**config.mk**
```make
export PLATFORM = sky130hd
export DESIGN_NAME = adcfc_ctrl
export DESIGN_NICKNAME = d
export VERILOG_FILES = /design/src/hdl/adcfc_pkg.sv /design/src/hdl/adcfc_ctrl.sv /design/src/hdl/adcfc_fifo.sv
export SDC_FILE = /design/constraint.sdc
export NUM_CORES = 1
export LEC_CHECK = 0
export BUFFER_PORTS_ARGS = -buffer_cell sky130_fd_sc_hd__buf_2
export CAP_MARGIN = 40
export CORE_AREA = 2 2 134 202
export CTS_CLUSTER_DIAMETER = 60
export DETAILED_ROUTE_END_ITERATION = 10
export DIE_AREA = 0 0 136 204
export MAX_ROUTING_LAYER = met4
export PLACE_DENSITY = 0.8
export SLEW_MARGIN = 20
export SYNTH_ARGS = -nofsm -noshare
export SYNTH_HDL_FRONTEND = slang
export SYNTH_SLANG_ARGS = --single-unit
```
**constraint.sdc**
```tcl
create_clock -name sys_clk -period 7.3 [get_ports sys_clk]
set_clock_uncertainty 0.1 [all_clocks]
set_input_delay 0.73 -clock sys_clk [delete_from_list [all_inputs] [get_ports sys_clk]]
set_output_delay 0.73 -clock sys_clk [all_outputs]
set_load 0.1 [all_outputs]
```
**src/hdl/adcfc_pkg.sv**
```systemverilog
/*
 * Package for the converter mode and format control block: register
 * offsets, field positions, reset values and format codes.
 * Assumes nothing beyond a SystemVerilog compiler.
 */
package adcfc_pkg;
    // ------------------------------------------------------------
    // register map (indexes on the plain register port)
    // ------------------------------------------------------------
    localparam logic [3:0] ADCFC_OFF_CTRL1 = 4'h0;
    localparam logic [3:0] ADCFC_OFF_DMACFG = 4'h1;
    localparam logic [3:0] ADCFC_OFF_STATUS = 4'h2;
    localparam logic [3:0] ADCFC_OFF_RESULT = 4'h3;
    // ------------------------------------------------------------
    // control register 1 fields
    // ------------------------------------------------------------
    localparam int ADCFC_BIT_ON = 15;
    localparam int ADCFC_BIT_IDLE_HALT = 13;
    localparam int ADCFC_BIT_DMA_BUILD = 12;
    localparam int ADCFC_BIT_RES = 10;
    localparam int ADCFC_BIT_FORM_HI = 9;
    localparam int ADCFC_BIT_FORM_LO = 8;
    localparam int ADCFC_BIT_SIMSAM = 3;
    localparam logic [15:0] ADCFC_CTRL1_RST = 16'h0000;
    localparam logic [15:0] ADCFC_CTRL1_WMASK = 16'hB70F;
    localparam logic [15:0] ADCFC_DMACFG_RST = 16'h0000;
    // ------------------------------------------------------------
    // format codes and sizes
    // ------------------------------------------------------------
    localparam logic [1:0] ADCFC_FMT_UINT = 2'h0;
    localparam logic [1:0] ADCFC_FMT_SINT = 2'h1;
    localparam logic [1:0] ADCFC_FMT_UFRAC = 2'h2;
    localparam logic [1:0] ADCFC_FMT_SFRAC = 2'h3;
    localparam int ADCFC_NUM_CH = 36;
    localparam int ADCFC_NUM_SH_10B = 4;
    localparam int ADCFC_FIFO_DEPTH = 8;
    localparam int ADCFC_FIFO_WIDTH = 32;
    localparam logic [15:0] ADCFC_BUF_BASE = 16'h0000;
endpackage
```
**src/hdl/adcfc_ctrl.sv**
```systemverilog
/*
 * Digital control of a SAR converter: mode, on/off, idle halt,
 * result formatting and DMA address generation, with an 8-deep
 * result FIFO towards the DMA channel.
 * Assumes raw results arrive as one-cycle strobes with a channel index,
 * and that device idle is a level from the power controller (sys_clk domain).
 */
// The register addresses and strobed register access were decided locally.
// Behaviour
// - two setups: default 10-bit with four sample/holds, or 12-bit with one
// - in 12-bit mode simultaneous sampling of several channels never happens
// - channel selection reaches up to 36 analog inputs
// - bit 15 runs the converter when set, off when clear, resets zero
// - bit 13 set halts the converter in idle; clear keeps converting
// - bit 12 set: conversion-order buffers, DMA address equals result buffer address
// - bit 12 clear: scatter/gather address from input index and buffer size
// - bit 10 set selects 12-bit single channel; clear 10-bit four channels
// - 10-bit format codes: signed frac, frac, signed int, unsigned int
// - 12-bit data uses same codes with bit 11 sign and four zero bits
`timescale 1ns/1ps
`default_nettype none
module adcfc_ctrl
    import adcfc_pkg::*;
(
    // clock and reset
    input wire logic sys_clk,
    input wire logic rst,
    // register port
    input wire logic [3:0] reg_addr,
    input wire logic [15:0] reg_wdata,
    input wire logic reg_wr,
    input wire logic reg_rd,
    output logic [15:0] reg_rdata,
    // device power state
    input wire logic device_idle,
    // converter core
    output logic conv_enable,
    output logic conv_12bit,
    output logic [2:0] conv_sh_count,
    input wire logic raw_valid,
    input wire logic [11:0] raw_data,
    input wire logic [5:0] raw_channel,
    // dma channel
    output logic dma_valid,
    input wire logic dma_ready,
    output logic [15:0] dma_data,
    output logic [15:0] dma_addr
);
    // ------------------------------------------------------------
    // state
    // ------------------------------------------------------------
    typedef enum logic [2:0] {
        ADCFC_OFF = 3'b001,
        ADCFC_RUN = 3'b010,
        ADCFC_HALT = 3'b100
    } adcfc_state_e;

    adcfc_state_e state_r, state_nxt;
    logic [15:0] ctrl1_r;
    logic [15:0] dmacfg_r;
    logic [15:0] rdata_r;
    logic [15:0] order_idx_r;
    logic overflow_r;
    logic drop_r;
    logic conv_enable_r;
    logic conv_12bit_r;
    logic [2:0] conv_sh_count_r;
    logic dma_valid_r;
    logic [15:0] dma_data_r;
    logic [15:0] dma_addr_r;

    // ------------------------------------------------------------
    // field decode
    // ------------------------------------------------------------
    wire on_bit = ctrl1_r[ADCFC_BIT_ON];
    wire idle_halt = ctrl1_r[ADCFC_BIT_IDLE_HALT];
    wire dma_build = ctrl1_r[ADCFC_BIT_DMA_BUILD];
    wire res12 = ctrl1_r[ADCFC_BIT_RES];
    wire [1:0] form = ctrl1_r[ADCFC_BIT_FORM_HI:ADCFC_BIT_FORM_LO];
    wire [3:0] buf_words_log2 = dmacfg_r[3:0];
    wire running = (state_r == ADCFC_RUN);
    wire wr_ctrl1 = reg_wr && (reg_addr == ADCFC_OFF_CTRL1);
    wire wr_dmacfg = reg_wr && (reg_addr == ADCFC_OFF_DMACFG);
    wire rd_status = reg_rd && (reg_addr == ADCFC_OFF_STATUS);

    // ------------------------------------------------------------
    // result formatting
    // ------------------------------------------------------------
    function automatic logic [15:0] fmt_result(input logic [11:0] d, input logic is12,
                                               input logic [1:0] f);
        logic [15:0] r;
        r = 16'h0000;
        if (is12) begin
            unique case (f)
                ADCFC_FMT_SFRAC: r = {~d[11], d[10:0], 4'h0};
                ADCFC_FMT_UFRAC: r = {d[11:0], 4'h0};
                ADCFC_FMT_SINT: r = {{5{~d[11]}}, d[10:0]};
                ADCFC_FMT_UINT: r = {4'h0, d[11:0]};
            endcase
        end else begin
            unique case (f)
                ADCFC_FMT_SFRAC: r = {~d[9], d[8:0], 6'h00};
                ADCFC_FMT_UFRAC: r = {d[9:0], 6'h00};
                ADCFC_FMT_SINT: r = {{7{~d[9]}}, d[8:0]};
                ADCFC_FMT_UINT: r = {6'h00, d[9:0]};
            endcase
        end
        return r;
    endfunction

    // ------------------------------------------------------------
    // dma addressing
    // ------------------------------------------------------------
    // scatter/gather: each input owns a block of 2^size words
    function automatic logic [15:0] sg_addr(input logic [5:0] ch, input logic [3:0] lg,
                                            input logic [15:0] idx);
        logic [15:0] blk;
        logic [15:0] mask;
        blk = 16'({10'h000, ch} << lg);
        mask = 16'((16'h0001 << lg) - 16'h0001);
        return ADCFC_BUF_BASE + blk + (idx & mask);
    endfunction

    wire [15:0] result_word = fmt_result(raw_data, res12, form);
    wire ch_ok = (raw_channel < 6'(ADCFC_NUM_CH));
    wire take = running && raw_valid && ch_ok;
    wire [15:0] addr_word = dma_build ? (ADCFC_BUF_BASE + order_idx_r)
                                      : sg_addr(raw_channel, buf_words_log2, order_idx_r);

    // ------------------------------------------------------------
    // result fifo
    // ------------------------------------------------------------
    logic fifo_in_ready;
    logic fifo_out_valid;
    logic [ADCFC_FIFO_WIDTH-1:0] fifo_out_data;
    wire pop = fifo_out_valid && (!dma_valid_r || dma_ready);

    adcfc_fifo #(
        .WIDTH(ADCFC_FIFO_WIDTH),
        .DEPTH(ADCFC_FIFO_DEPTH)
    ) u_fifo (
        .sys_clk(sys_clk),
        .rst(rst),
        .in_valid(take),
        .in_ready(fifo_in_ready),
        .in_data({addr_word, result_word}),
        .out_valid(fifo_out_valid),
        .out_ready(!dma_valid_r || dma_ready),
        .out_data(fifo_out_data)
    );
    // full address rides beside each result: scatter blocks exceed 64 words

    // ------------------------------------------------------------
    // mode state machine
    // ------------------------------------------------------------
    always_comb begin
        state_nxt = state_r;
        unique case (state_r)
            ADCFC_OFF: if (on_bit) state_nxt = ADCFC_RUN;
            ADCFC_RUN: begin
                if (!on_bit) state_nxt = ADCFC_OFF;
                else if (device_idle && idle_halt) state_nxt = ADCFC_HALT;
            end
            ADCFC_HALT: begin
                if (!on_bit) state_nxt = ADCFC_OFF;
                else if (!device_idle || !idle_halt) state_nxt = ADCFC_RUN;
            end
            default: state_nxt = ADCFC_OFF;
        endcase
    end

    // resolution only changes while off; a write that tries otherwise keeps it
    wire res_locked = on_bit;
    wire [15:0] ctrl1_w = reg_wdata & ADCFC_CTRL1_WMASK;
    wire [15:0] ctrl1_guard = res_locked
        ? {ctrl1_w[15:11], ctrl1_r[ADCFC_BIT_RES], ctrl1_w[9:0]} : ctrl1_w;
    // no simultaneous sampling in 12-bit mode
    wire [15:0] ctrl1_nxt = ctrl1_guard[ADCFC_BIT_RES]
        ? (ctrl1_guard & ~(16'h0001 << ADCFC_BIT_SIMSAM)) : ctrl1_guard;

    wire [15:0] status_word = {11'h000, drop_r, overflow_r, state_r};
    wire [15:0] rdata_nxt =
        (reg_addr == ADCFC_OFF_CTRL1) ? ctrl1_r :
        (reg_addr == ADCFC_OFF_DMACFG) ? dmacfg_r :
        (reg_addr == ADCFC_OFF_STATUS) ? status_word :
        (reg_addr == ADCFC_OFF_RESULT) ? order_idx_r : 16'h0000;

    // ------------------------------------------------------------
    // registers
    // ------------------------------------------------------------
    always_ff @(posedge sys_clk or posedge rst) begin
        if (rst) begin
            state_r <= ADCFC_OFF;
            ctrl1_r <= ADCFC_CTRL1_RST;
            dmacfg_r <= ADCFC_DMACFG_RST;
        end else begin
            state_r <= state_nxt;
            if (wr_ctrl1) ctrl1_r <= ctrl1_nxt;
            if (wr_dmacfg) dmacfg_r <= {12'h000, reg_wdata[3:0]};
        end
    end

    always_ff @(posedge sys_clk or posedge rst) begin
        if (rst) begin
            rdata_r <= 16'h0000;
        end else begin
            rdata_r <= reg_rd ? rdata_nxt : 16'h0000;
        end
    end

    // conversion-order index restarts whenever the converter is off
    always_ff @(posedge sys_clk or posedge rst) begin
        if (rst) begin
            order_idx_r <= 16'h0000;
            overflow_r <= 1'b0;
            drop_r <= 1'b0;
        end else begin
            if (!on_bit) order_idx_r <= 16'h0000;
            else if (take && fifo_in_ready) order_idx_r <= order_idx_r + 16'h0001;
            // set wins over a clear in the same cycle
            overflow_r <= (take && !fifo_in_ready) || (overflow_r && !rd_status);
            drop_r <= (running && raw_valid && !ch_ok) || (drop_r && !rd_status);
        end
    end

    always_ff @(posedge sys_clk or posedge rst) begin
        if (rst) begin
            conv_enable_r <= 1'b0;
            conv_12bit_r <= 1'b0;
            conv_sh_count_r <= 3'h0;
        end else begin
            conv_enable_r <= (state_nxt == ADCFC_RUN);
            conv_12bit_r <= res12;
            conv_sh_count_r <= res12 ? 3'h1 : 3'(ADCFC_NUM_SH_10B);
        end
    end

    always_ff @(posedge sys_clk or posedge rst) begin
        if (rst) begin
            dma_valid_r <= 1'b0;
            dma_data_r <= 16'h0000;
            dma_addr_r <= 16'h0000;
        end else begin
            if (pop) begin
                dma_valid_r <= 1'b1;
                dma_data_r <= fifo_out_data[15:0];
                dma_addr_r <= fifo_out_data[31:16];
            end else if (dma_ready) begin
                dma_valid_r <= 1'b0;
            end
        end
    end

    assign reg_rdata = rdata_r;
    assign conv_enable = conv_enable_r;
    assign conv_12bit = conv_12bit_r;
    assign conv_sh_count = conv_sh_count_r;
    assign dma_valid = dma_valid_r;
    assign dma_data = dma_data_r;
    assign dma_addr = dma_addr_r;
endmodule // adcfc_ctrl
`default_nettype wire

```
**src/hdl/adcfc_fifo.sv**
```systemverilog
/*
 * Synchronous FIFO with valid/ready on both sides.
 * Assumes a single clock and an asynchronous active-high reset.
 */
`timescale 1ns/1ps
`default_nettype none
module adcfc_fifo #(
    parameter int WIDTH = 22,
    parameter int DEPTH = 8
) (
    // clock and reset
    input wire logic sys_clk,
    input wire logic rst,
    // fill side
    input wire logic in_valid,
    output logic in_ready,
    input wire logic [WIDTH-1:0] in_data,
    // drain side
    output logic out_valid,
    input wire logic out_ready,
    output logic [WIDTH-1:0] out_data
);
    localparam int AW = $clog2(DEPTH);
    logic [WIDTH-1:0] mem_r [DEPTH];
    logic [AW-1:0] wr_ptr_r;
    logic [AW-1:0] rd_ptr_r;
    logic [AW:0] count_r;
    wire push = in_valid && in_ready;
    wire pop = out_valid && out_ready;

    assign in_ready = (count_r != (AW+1)'(DEPTH));
    assign out_valid = (count_r != '0);
    assign out_data = mem_r[rd_ptr_r];

    always_ff @(posedge sys_clk or posedge rst) begin
        if (rst) begin
            wr_ptr_r <= '0;
            rd_ptr_r <= '0;
            count_r <= '0;
        end else begin
            if (push) wr_ptr_r <= (wr_ptr_r == AW'(DEPTH-1)) ? '0 : wr_ptr_r + AW'(1);
            if (pop) rd_ptr_r <= (rd_ptr_r == AW'(DEPTH-1)) ? '0 : rd_ptr_r + AW'(1);
            count_r <= count_r + (AW+1)'(push) - (AW+1)'(pop);
        end
    end

    // storage has no reset: contents are only read behind out_valid
    always_ff @(posedge sys_clk) begin
        if (push) mem_r[wr_ptr_r] <= in_data;
    end
endmodule // adcfc_fifo
`default_nettype wire

```
After elaboration in Yosys (flattened, before gate mapping)
Memory sizes are Yosys's and may differ from the RTL's. A register that Yosys moved wholly into a read port is not among the register bits.
Cells that the tools add are included.
{ "word_totals": {"reg_bits": 73, "ram_bits": 256, "inputBits": 45, "output_inout_bits": 54, "word_cells": 94, "n_memories": 1} }
{ "classes": {"add_sub_neg": 7, "order_cmp": 1, "eq_ne": 14, "n_shift": 2, "n_mux": 26, "n_bitwise": 3, "reduce_logical": 26} }
{ "memory_table": {"columns": ["memory", "depth", "word_bits", "read_ports", "rd_ports_with_merged_regs", "wr", "line", "source"], "rows": [
  ["u_fifo.mem_r", 8, 32, 1, 1, 1, "adcfc_fifo.sv:24", "logic [WIDTH-1:0] mem_r [DEPTH];"]
]} }
{ "op_table": {"columns": ["cell", "count"], "rows": [
  ["16-bit 2-to-1 mux", 9],
  ["16-bit one-hot mux with 4 select lines", 2],
  ["3-bit 2-to-1 mux", 8],
  ["11-bit 2-to-1 mux", 2],
  ["16-bit by 1-bit adder with 16-bit output, second input constant", 1],
  ["16-bit adder", 1],
  ["16-bit AND", 1],
  ["1-bit by 4-bit << shifter with 16-bit output, first input constant", 1],
  ["6-bit by 4-bit << shifter with 16-bit output", 1],
  ["16-bit by 1-bit subtractor with 16-bit output, second input constant", 1],
  ["1-bit logical AND", 12],
  ["3-bit == test, second input constant", 3],
  ["3-bit one-hot mux with 3 select lines", 1],
  ["4-bit by 2-bit == test with 1-bit output, second input constant", 2],
  ["3-bit by 1-bit adder with 3-bit output, second input constant", 2],
  ["3-bit by 2-bit == test with 1-bit output, second input constant", 2],
  ["1-bit zero test", 6],
  ["6-bit less-than comparator, second input constant", 1],
  ["4-bit by 1-bit adder with 4-bit output", 1],
  ["2-bit == test, second input constant", 2],
  ["4-bit by 1-bit == test with 1-bit output, second input constant", 1],
  ["4-bit zero test", 1],
  ["1-bit logical OR", 4],
  ["1-bit 2-to-1 mux", 4],
  ["9 further kinds", 10]
]} }

Depth between registers and ports, before layout
Gate-level depths: netlist (run 1).
{ "depth": {"ltp_word": 6, "mapped_depth": 17, "depth_no_buf": 13} }

Hierarchy
Synthesis (run 1) repeated with hierarchy kept, for this count alone.
{ "unflattened": {"cells_unflattened": 1004, "hier_area_um2": 15718.8} }
{ "by_module_without_submodules": {"columns": ["module", "n_inst", "cells_each", "area_per_inst_um2", "seq_area_each_um2"], "rows": [
  ["adcfc_fifo", 1, 427, 10231.1, 7937.6],
  ["adcfc_ctrl", 1, 577, 5487.8, 2178.3]
]} }

Least setup slack after synthesis (run 1)
OpenSTA, ideal clock, no wires.
{ "synth_timing": {"path_kind": "in2reg", "from": "in raw_channel[4]", "to": "mem u_fifo.mem_r[1][0] (netlist bit) (enable)", "setup_time_ns": 0.513, "t_arrival_ns": 4.747, "required_time_ns": 6.687, "setup_slack_ns": 1.940, "stages": 4, "path_buffers": 1, "path_cell_list": "o31ai_4 > nand3_4 > buf_2 > nor4b_1"} }
{ "synth_via": {"elab_chain_len": 5} }
{ "synth_lines": {"columns": ["element", "line", "source"], "rows": [
  ["start: declaration", "adcfc_ctrl.sv:42", "input wire logic [5:0] raw_channel,"],
  ["6-bit less-than comparator", "adcfc_ctrl.sv:125", "wire ch_ok = (raw_channel < 6'(ADCFC_NUM_CH));"],
  ["1-bit logical AND", "adcfc_ctrl.sv:126", "wire take = running && raw_valid && ch_ok;"],
  ["1-bit logical AND", "adcfc_fifo.sv:28", "wire push = in_valid && in_ready;"],
  ["1-bit 2-to-1 mux", "adcfc_fifo.sv:49", "if (push) mem_r[wr_ptr_r] <= in_data;"],
  ["1-bit 2-to-1 mux (not written as such)", "adcfc_fifo.sv:49", null],
  ["end: declaration", "adcfc_fifo.sv:24", null]
]} }
Every way passes these cells.

Worst setup path after layout (run 1)
{ "layout_timing": {"from": "reg dmacfg_r[3]", "to": "mem u_fifo.mem_r[4][31] (netlist bit) (data pin)"} }
{ "layout_via": {"elab_chain_len": 5, "word_cells_on_any_way": 6, "classes_between": "add/sub: 2; shift: 2; mux: 1; bitwise: 1"} }
{ "layout_lines": {"columns": ["element", "line", "source"], "rows": [
  ["start: declaration", "adcfc_ctrl.sv:60", "logic [15:0] dmacfg_r;"],
  ["start signal: assignment", "adcfc_ctrl.sv:199", "if (wr_dmacfg) dmacfg_r <= {12'h000, reg_wdata[3:0]};"],
  ["1-bit by 4-bit << shifter with 16-bit output", "adcfc_ctrl.sv:120", "mask = 16'((16'h0001 << lg) - 16'h0001);"],
  ["16-bit by 1-bit subtractor with 16-bit output", "adcfc_ctrl.sv:120", null],
  ["16-bit AND", "adcfc_ctrl.sv:121", "return ADCFC_BUF_BASE + blk + (idx & mask);"],
  ["16-bit adder (*)", "adcfc_ctrl.sv:121", null],
  ["16-bit 2-to-1 mux (*)", "adcfc_ctrl.sv:127", "wire [15:0] addr_word = dma_build ? (ADCFC_BUF_BASE + order_idx_r)"],
  ["via addr_word[15]", "adcfc_ctrl.sv:127", null]
]} }
Mark *: on every way through the listed nets, which the timed path passes. The rest lies on a longest branch.

==> metrics.md, run 1 <==
| Metric | Value |
|---|---|
| Status | `complete, no violations` |
| Final cell count without fillers | `1,494` |
| TNS Setup | `0 ps` |
| Max Freq | `0.214 GHz` |
| Post CTS Setup Buffer Count | `0` |
| Initial Utilization | `0.598` |
| CP endpoint kind | `flop` |
| Number of synthesized flops with an enable pin | `256` |
| I/O pins | `99` |
| Cts repair resizes | `0` |
| Vias in the first global route | `9,427` |
| Cells taking the most area after synthesis | `edfxtp_1, dfrtp_1, mux4_2` |
| Placeable Area | `26,100 um^2` |
| CTS tree | `built` |
| Min Tclk post-route | `4680 ps` |
| Worst-Margin Slew | `845 ps` |
| Die height | `204 um` |
| GPL Wtd Cong | `0.944` |
| Number of cell rows | `73` |
| Syn_nets | `1,116` |
| CTS Buffer Depth | `3` |
| Synth top cells by count | `edfxtp_1, dfrtp_1, nor2_1` |
| Via Count | `9,271` |
| Post-Syn Instances | `1,042` |
| First-pass GRT wire length | `52.0 mm` |
| Clock sink count | `353` |
| CTS buffer count | `30` |
| P_leak | `0.00651 uW` |
| Final setup margin | `2620 ps` |
| Layout area overhead | `11.9%` |
| Seq/Total Area, Yosys | `0.647` |
| Max Fanout on Critical Path | `27` |
| CTS HTree Levels | `1` |
| Root Buffer | `clkbuf_16` |
| Pre-antenna DRT Iters | `5` |
| DRT antenna net count | `0` |
| Routed WL | `33.3 mm` |
| Count leader, synth | `edfxtp_1` |
| FFs w/ async S/R, synth | `0.275` |
| Layout cells sized above 1 | `0.243` |
| Worst EP arrival | `4850 ps` |
| Dpl cells | `1,431` |
| Starting DRT DRC Count | `816` |
| Port Buffers | `91` |
| Mapped Avg Cell Area | `15.0 um^2` |
| Crit path kind | `flop to flop` |
| Synth warn | `0` |
| DRC viols | `0` |
| Antenna Cells | `0` |
| Final Cycle Share | `0.641` |
| Final net count | `1,207` |
| Total track usage | `0.255` |
| Slew Viols, Final | `0` |
| Flops & latches, synth | `353` |
| Critical Path Start Type | `flop` |
| GR Overflow Total | `0` |
| Largest net degree at the start of global routing | `69` |
| Die X | `136 um` |
| Synth top area share | `0.492` |
| Hold WS | `46.4 ps` |
| WL/cell | `22.3 um` |
| Largest area contributor in the netlist | `edfxtp_1` |
| # hold bufs at CTS | `0` |
| VDD IR-drop max | `0.294 mV` |
| Final Hold Fails | `0` |
| Initial antenna violation count | `0` |
| Detail-routed via count per cell | `6.21` |
| Worst Hold Class | `input pin to asynchronous set/reset pin` |
| CP Data Required Time | `7470 ps` |
| Final setup violation count | `0` |
| MaxCap Viol Count | `0` |
| Dpl ws | `2710 ps` |
| Post-synthesis instance area | `15,600 um^2` |
| RSZ-0062 raised after global routing | `no` |
| Finished Core Util | `0.670` |
| HPWL after detailed placement | `20.7 mm` |
| Clk slew on worst S/H paths | `70 ps` |
| PD cells | `365 nW/um^2` |
| Post-synth cell types | `65` |
| Main synth FF type | `edfxtp_1` |
| Worst-Skew Late Latency | `570 ps` |
| Die area | `27,700 um^2` |
| Relative slew slack | `0.432` |
-- metal layers --
metal | share of wire | global-route usage | vias up
li1 | - | - | 4175
met1 | 0.36 | 0.300 | 4637
met2 | 0.54 | 0.448 | 383
met3 | 0.056 | 0.0290 | 76
met4 | 0.037 | 0.0997 | 0
met5 | 0 | - | -
-- critical path, cell delays in order (launching register included) --
cell	delay [ps]
dfrtp_1	680
nor2_1	410
nand3b_1	120
ha_1	350
nor3b_1	180
a31oi_1	190
o22ai_1	90
and2_1	190
ha_1	440
nand3_1	180
or3_1	330
a211o_1	280
and3_1	180
o31ai_1	630
-- metrics by stage --
stage	instance area, um^2	total power [uW]
detailed placement	16500	4900
CTS	17500	6430
global route	17500	6690
global placement	16400	4830
finish	17500	6390
floorplan	15600	4450
-- state kept, by name (all words and copies together) (netlist names), 2 cells and up --
register / cells
ctrl1_r: 10
u_fifo.mem_r: 256
dma_addr: 16
state_r: 3
order_idx_r: 16
u_fifo.wr_ptr_r: 3
u_fifo.rd_ptr_r: 3
reg_rdata: 16
dmacfg_r: 4
dma_data: 16
u_fifo.count_r: 4
conv_sh_count: 2
-- path summary, 6_finish.rpt --
check | startpoint | to | slack (ps) | depth (start not counted)
min in group sys_clk | reg_wdata[15] | ctrl1_r[15] | 290 | 2
max in group asynchronous | rst | u_fifo.rd_ptr_r[0] | 5970 | 4
worst max register to register | dmacfg_r[3] | u_fifo.mem_r[4][31] | 2620 | 13
worst min-delay path | rst | reg_rdata[4] | 50 | 2
worst min register to register | ctrl1_r[3] | ctrl1_r[3] | 400 | 2
worst max-delay path | dmacfg_r[3] | u_fifo.mem_r[4][31] | 2620 | 13
-- cell families after synthesis --
logic type | Yosys count | share of synthesized area
AND/OR/NAND/NOR | 248 | 0.0814
XOR/XNOR | 19 | 0.0106
multiplexers | 141 | 0.145
adder cells (fa/ha/maj) | 29 | 0.0242
other | 1 | 0.000240
flip-flops | 353 | 0.647
AO/OA/AOI/OAI | 168 | 0.0698
buffers and inverters | 83 | 0.0220
-- layout by cell type (no fill, tap or decap), types with 6 or more instances in the layout --
cell and n:
nor2b_1 19, or3_1 6, edfxtp_1 256, mux4_2 65, nand2_1 58, o22ai_1 10, xnor2_1 9, nand4_1 6
o31ai_1 7, buf_4 15, inv_1 23, buf_2 97, mux2_2 28, ha_1 27, dfrtp_1 93, nor3_1 15
a21boi_0 10, nand2b_1 7, clkbuf_16 30, nor2_1 66, xor2_1 10, a22oi_1 11, a21o_1 7, and2_1 17
clkinv_1 7, nand3_1 12, o21a_1 6, a21oi_1 57, o21ai_0 26, and3_1 10, mux2i_1 48
-- power by group --
| group | switching (uW) | internal, uW |
|---|---|---|
| clock | 701 | 828 |
| combinational | 1500 | 741 |
| sequential | 203 | 2410 |
| total | 2410 | 3980 |
-- cell type report --
class | count | area (um^2)
fillers | 1838 | 8630
well taps | 337 | 422
flip-flops and latches | 353 | 10100
clock buffers | 38 | 811
inverters | 26 | 100
clock inverters | 18 | 148
repair buffers | 116 | 658
multi-input cells | 606 | 5240
Note: power is estimated with default switching activity, not from simulation.
==> run 2, diff against run 1 <==
--- a/config.mk
+++ b/config.mk
@@ -7,12 +7,12 @@
 export LEC_CHECK = 0
 export BUFFER_PORTS_ARGS = -buffer_cell sky130_fd_sc_hd__buf_2
 export CAP_MARGIN = 40
-export CORE_AREA = 2 2 134 202
+export CORE_AREA = 2 2 141 212
 export CTS_CLUSTER_DIAMETER = 60
 export DETAILED_ROUTE_END_ITERATION = 10
-export DIE_AREA = 0 0 136 204
+export DIE_AREA = 0 0 143 214
 export MAX_ROUTING_LAYER = met4
-export PLACE_DENSITY = 0.8
+export PLACE_DENSITY = 0.76
 export SLEW_MARGIN = 20
 export SYNTH_ARGS = -nofsm -noshare
 export SYNTH_HDL_FRONTEND = slang
==> constraint.sdc (replaced) <==
create_clock -name sys_clk -period 3.9 [get_ports sys_clk]
set_clock_uncertainty 0.1 [all_clocks]
set_input_delay 0.39 -clock sys_clk [delete_from_list [all_inputs] [get_ports sys_clk]]
set_output_delay 0.39 -clock sys_clk [all_outputs]
set_load 0.1 [all_outputs]
==> metrics.md, run 2 (same netlist as run 1, synthesis figures left out) <==
| Metric | Value |
|---|---|
| Vias in the first global route | `9,674 (+2.6%)` |
| Pwr Total | `12,300 uW (+93%)` |
| Starting DRT DRC Count | `607 (-26%)` |
| Slew Viols, Final | `0 (unchanged)` |
| HPWL after detailed placement | `22.7 mm (+9.4%)` |
| TNS Setup | `0 ps (unchanged)` |
| CTS tree | `built` |
| Most common cell after layout, fill and taps aside | `edfxtp_1` |
| Crit path kind | `flop to flop` |
| Routed WL | `34.9 mm (+4.7%)` |
| Pre-antenna DRT Iters | `5 (unchanged)` |
| Status | `complete, no violations` |
| PD cells | `677 nW/um^2 (+86%)` |
| Worst EP arrival | `3890 ps (-960 ps)` |
| Antenna Cells | `0 (unchanged)` |
| VDD IR-drop max | `0.413 mV (+40%)` |
| I/O pins | `99 (unchanged)` |
| Relative slew slack | `0.445 (+0.0133)` |
| MaxCap Viol Count | `0 (unchanged)` |
| Slowest stage delay, CP | `500 ps (-180 ps)` |
| Most flops, register | `u_fifo.mem_r` |
| P_leak | `0.00689 uW (+5.9%)` |
| GPL Wtd Cong | `0.928 (-1.7%)` |
| WL/cell | `21.6 um (-3.4%)` |
| Via Count | `9,414 (+1.5%)` |
| Crit path depth | `14 (+1)` |
| Crit path from | `dmacfg_r[0]` |
| CTS Buffer Depth | `3 (unchanged)` |
| Worst-Margin Slew | `823 ps (-21.5 ps)` |
| Die height | `214 um (+4.9%)` |
| Largest net degree at the start of global routing | `68 (-1.4%)` |
| Port Buffers | `91 (unchanged)` |
| Worst Hold Class | `input pin to flop` |
| Largest register FFs | `256 (unchanged)` |
| Design Area, Final | `18,200 um^2 (+3.9%)` |
| CP endpoint kind | `flop` |
| R2R cell count | `14 (+1)` |
| Initial Utilization | `0.546 (-0.0523)` |
| Critical path's top delay family | `buffers and inverters` |
| CP Data Required Time | `4150 ps (-3320 ps)` |
| Clock sink count | `353 (unchanged)` |
| Final net count | `1,278 (+5.9%)` |
| Met3 Use GR | `0.0304 (+0.00139)` |
| Layout cells sized above 1 | `0.282 (+0.0387)` |
| Post CTS Setup Buffer Count | `0 (unchanged)` |
| CTS buffer count | `34 (+13%)` |
| DRC viols | `0 (unchanged)` |
| Critical Path Start Type | `flop` |
| Layout area overhead | `16.3%` |
| Cell Chain, Critical Path | `buf_4 -> mux2i_1 -> nor2_1 -> a21oi_1 -> nor2_1 -> ha_1 -> or2_2 -> a31oi_1 -> a211oi_1 -> buf_4 -> or3_1 -> o311ai_0 -> clkbuf_2 -> buf_1` |
| Initial antenna violation count | `0 (unchanged)` |
| Met1 Usage GRT | `0.273 (-0.0268)` |
| M2 GR Usage | `0.421 (-0.0262)` |
| Placeable Area | `28,600 um^2 (+9.6%)` |
| Final setup violation count | `0 (unchanged)` |
| Register-to-register setup slack | `260 ps (-2360 ps)` |
| Hold WS | `20.6 ps (-25.8 ps)` |
| Worst-Skew Late Latency | `520 ps (-50 ps)` |
| Crit path buf inv count | `4 (+4)` |
| CP max stage cell | `dfrtp_2` |
| Worst Setup EP | `u_fifo.mem_r[4][26]` |
| Most frequent cells in the layout | `edfxtp_1, buf_2, dfrtp_1, buf_4, nor2_1` |
| Worst Hold Launch | `reg_wdata[2]` |
| Min Tclk post-route | `3640 ps (-1040 ps)` |
| Number of cell rows | `76 (+4.1%)` |
| CTS HTree Levels | `2 (+1)` |
| GRT Max-Usage Layer | `met2` |
| Max Freq | `0.274 GHz (+28%)` |
| Die area | `30,600 um^2 (+10%)` |
| Die X | `143 um (+5.1%)` |
| First-pass GRT wire length | `53.7 mm (+3.1%)` |
| GR Overflow Total | `0 (unchanged)` |
| Detail-routed via count per cell | `5.81 (-6.3%)` |
| DRT antenna net count | `0 (unchanged)` |
| Max Fanout on Critical Path | `12 (-56%)` |
| Final Hold Fails | `0 (unchanged)` |
| Root Buffer | `clkbuf_16` |
| Finished Core Util | `0.635 (-0.0345)` |
| Final Cycle Share | `0.934 (+0.293)` |
| Clk slew on worst S/H paths | `60 ps (about the same)` |
| Worst r2r dst | `u_fifo.mem_r[4][26]` |
| Worst r2r src | `dmacfg_r[0]` |
| Total track usage | `0.240 (-0.0151)` |
| Placed inst area | `17,100 um^2 (+3.6%)` |
| RSZ-0062 raised after global routing | `no` |
[run 2: cell types whose count changed in the layout (fill, tap and decap cells not counted), sizes merged]
cell / change
inv: +2
clkinv: -3
dlygate4sd3: +4
buf: +63
clkinvlp: -5
clkbuf: +12
bufinv: -1
[run 2: area by class of cell]
| class | instances | area, um^2 |
|---|---|---|
| clock buffer | 50 | 952 |
| multi-input combinational | 606 | 5260 |
| sequential | 353 | 10100 |
| inverter | 26 | 100 |
| tap | 390 | 488 |
| clock inverter | 11 | 65.1 |
| timing repair buffer | 183 | 1190 |
| fill | 2054 | 10400 |
[run 2: metal layers]
metal | share of wire | wire (um)
met1 | 0.37 | 13000
met2 | 0.54 | 18900
met3 | 0.045 | 1580
met4 | 0.042 | 1470
met5 | 0 | 0
[run 2: worst min-delay path by stage]
stage / to / slack [ps] / cells past startpoint
after floorplan: ctrl1_r[3] / 350 / 2
after global placement: ctrl1_r[3] / 370 / 2
after detailed placement: ctrl1_r[13] / 340 / 2
after CTS: ctrl1_r[1] / 6 / 2
after global routing: ctrl1_r[1] / 20 / 2
final: ctrl1_r[2] / 20 / 2
[run 2: repair_timing]
action / CTS / global route
endpoints found under the hold margin: 28 / 0
hold buffers: 4 / 0
gates resized for setup: 0 / 5
endpoints found under the setup margin: 0 / 28
[run 2: worst reg2reg max path, cell delays in order, from the launching register on]
cell and delay [ps]:
dfrtp_2 500, buf_4 210, mux2i_1 290, nor2_1 120, a21oi_1 210, nor2_1 60, ha_1 310, or2_2 290
a31oi_1 230, a211oi_1 100, buf_4 170, or3_1 330, o311ai_0 110, clkbuf_2 220, buf_1 210
[run 2: through the flow]
| stage | setup WS (ps) | std cells |
|---|---|---|
| after CTS | 34.6 | 1615 |
| after global placement | 34.6 | 1547 |
| after detailed placement | 52.6 | 1550 |
| after floorplan | -1180 | 1042 |
| after global routing | 9.34 | 1619 |
| final | 256 | 1619 |
[run 2: power breakdown]
| part | total [uW] | internal (uW) | switching [uW] |
|---|---|---|---|
| registers | 4900 | 4520 | 389 |
| clock network | 3050 | 1710 | 1350 |
| logic | 4360 | 1500 | 2860 |
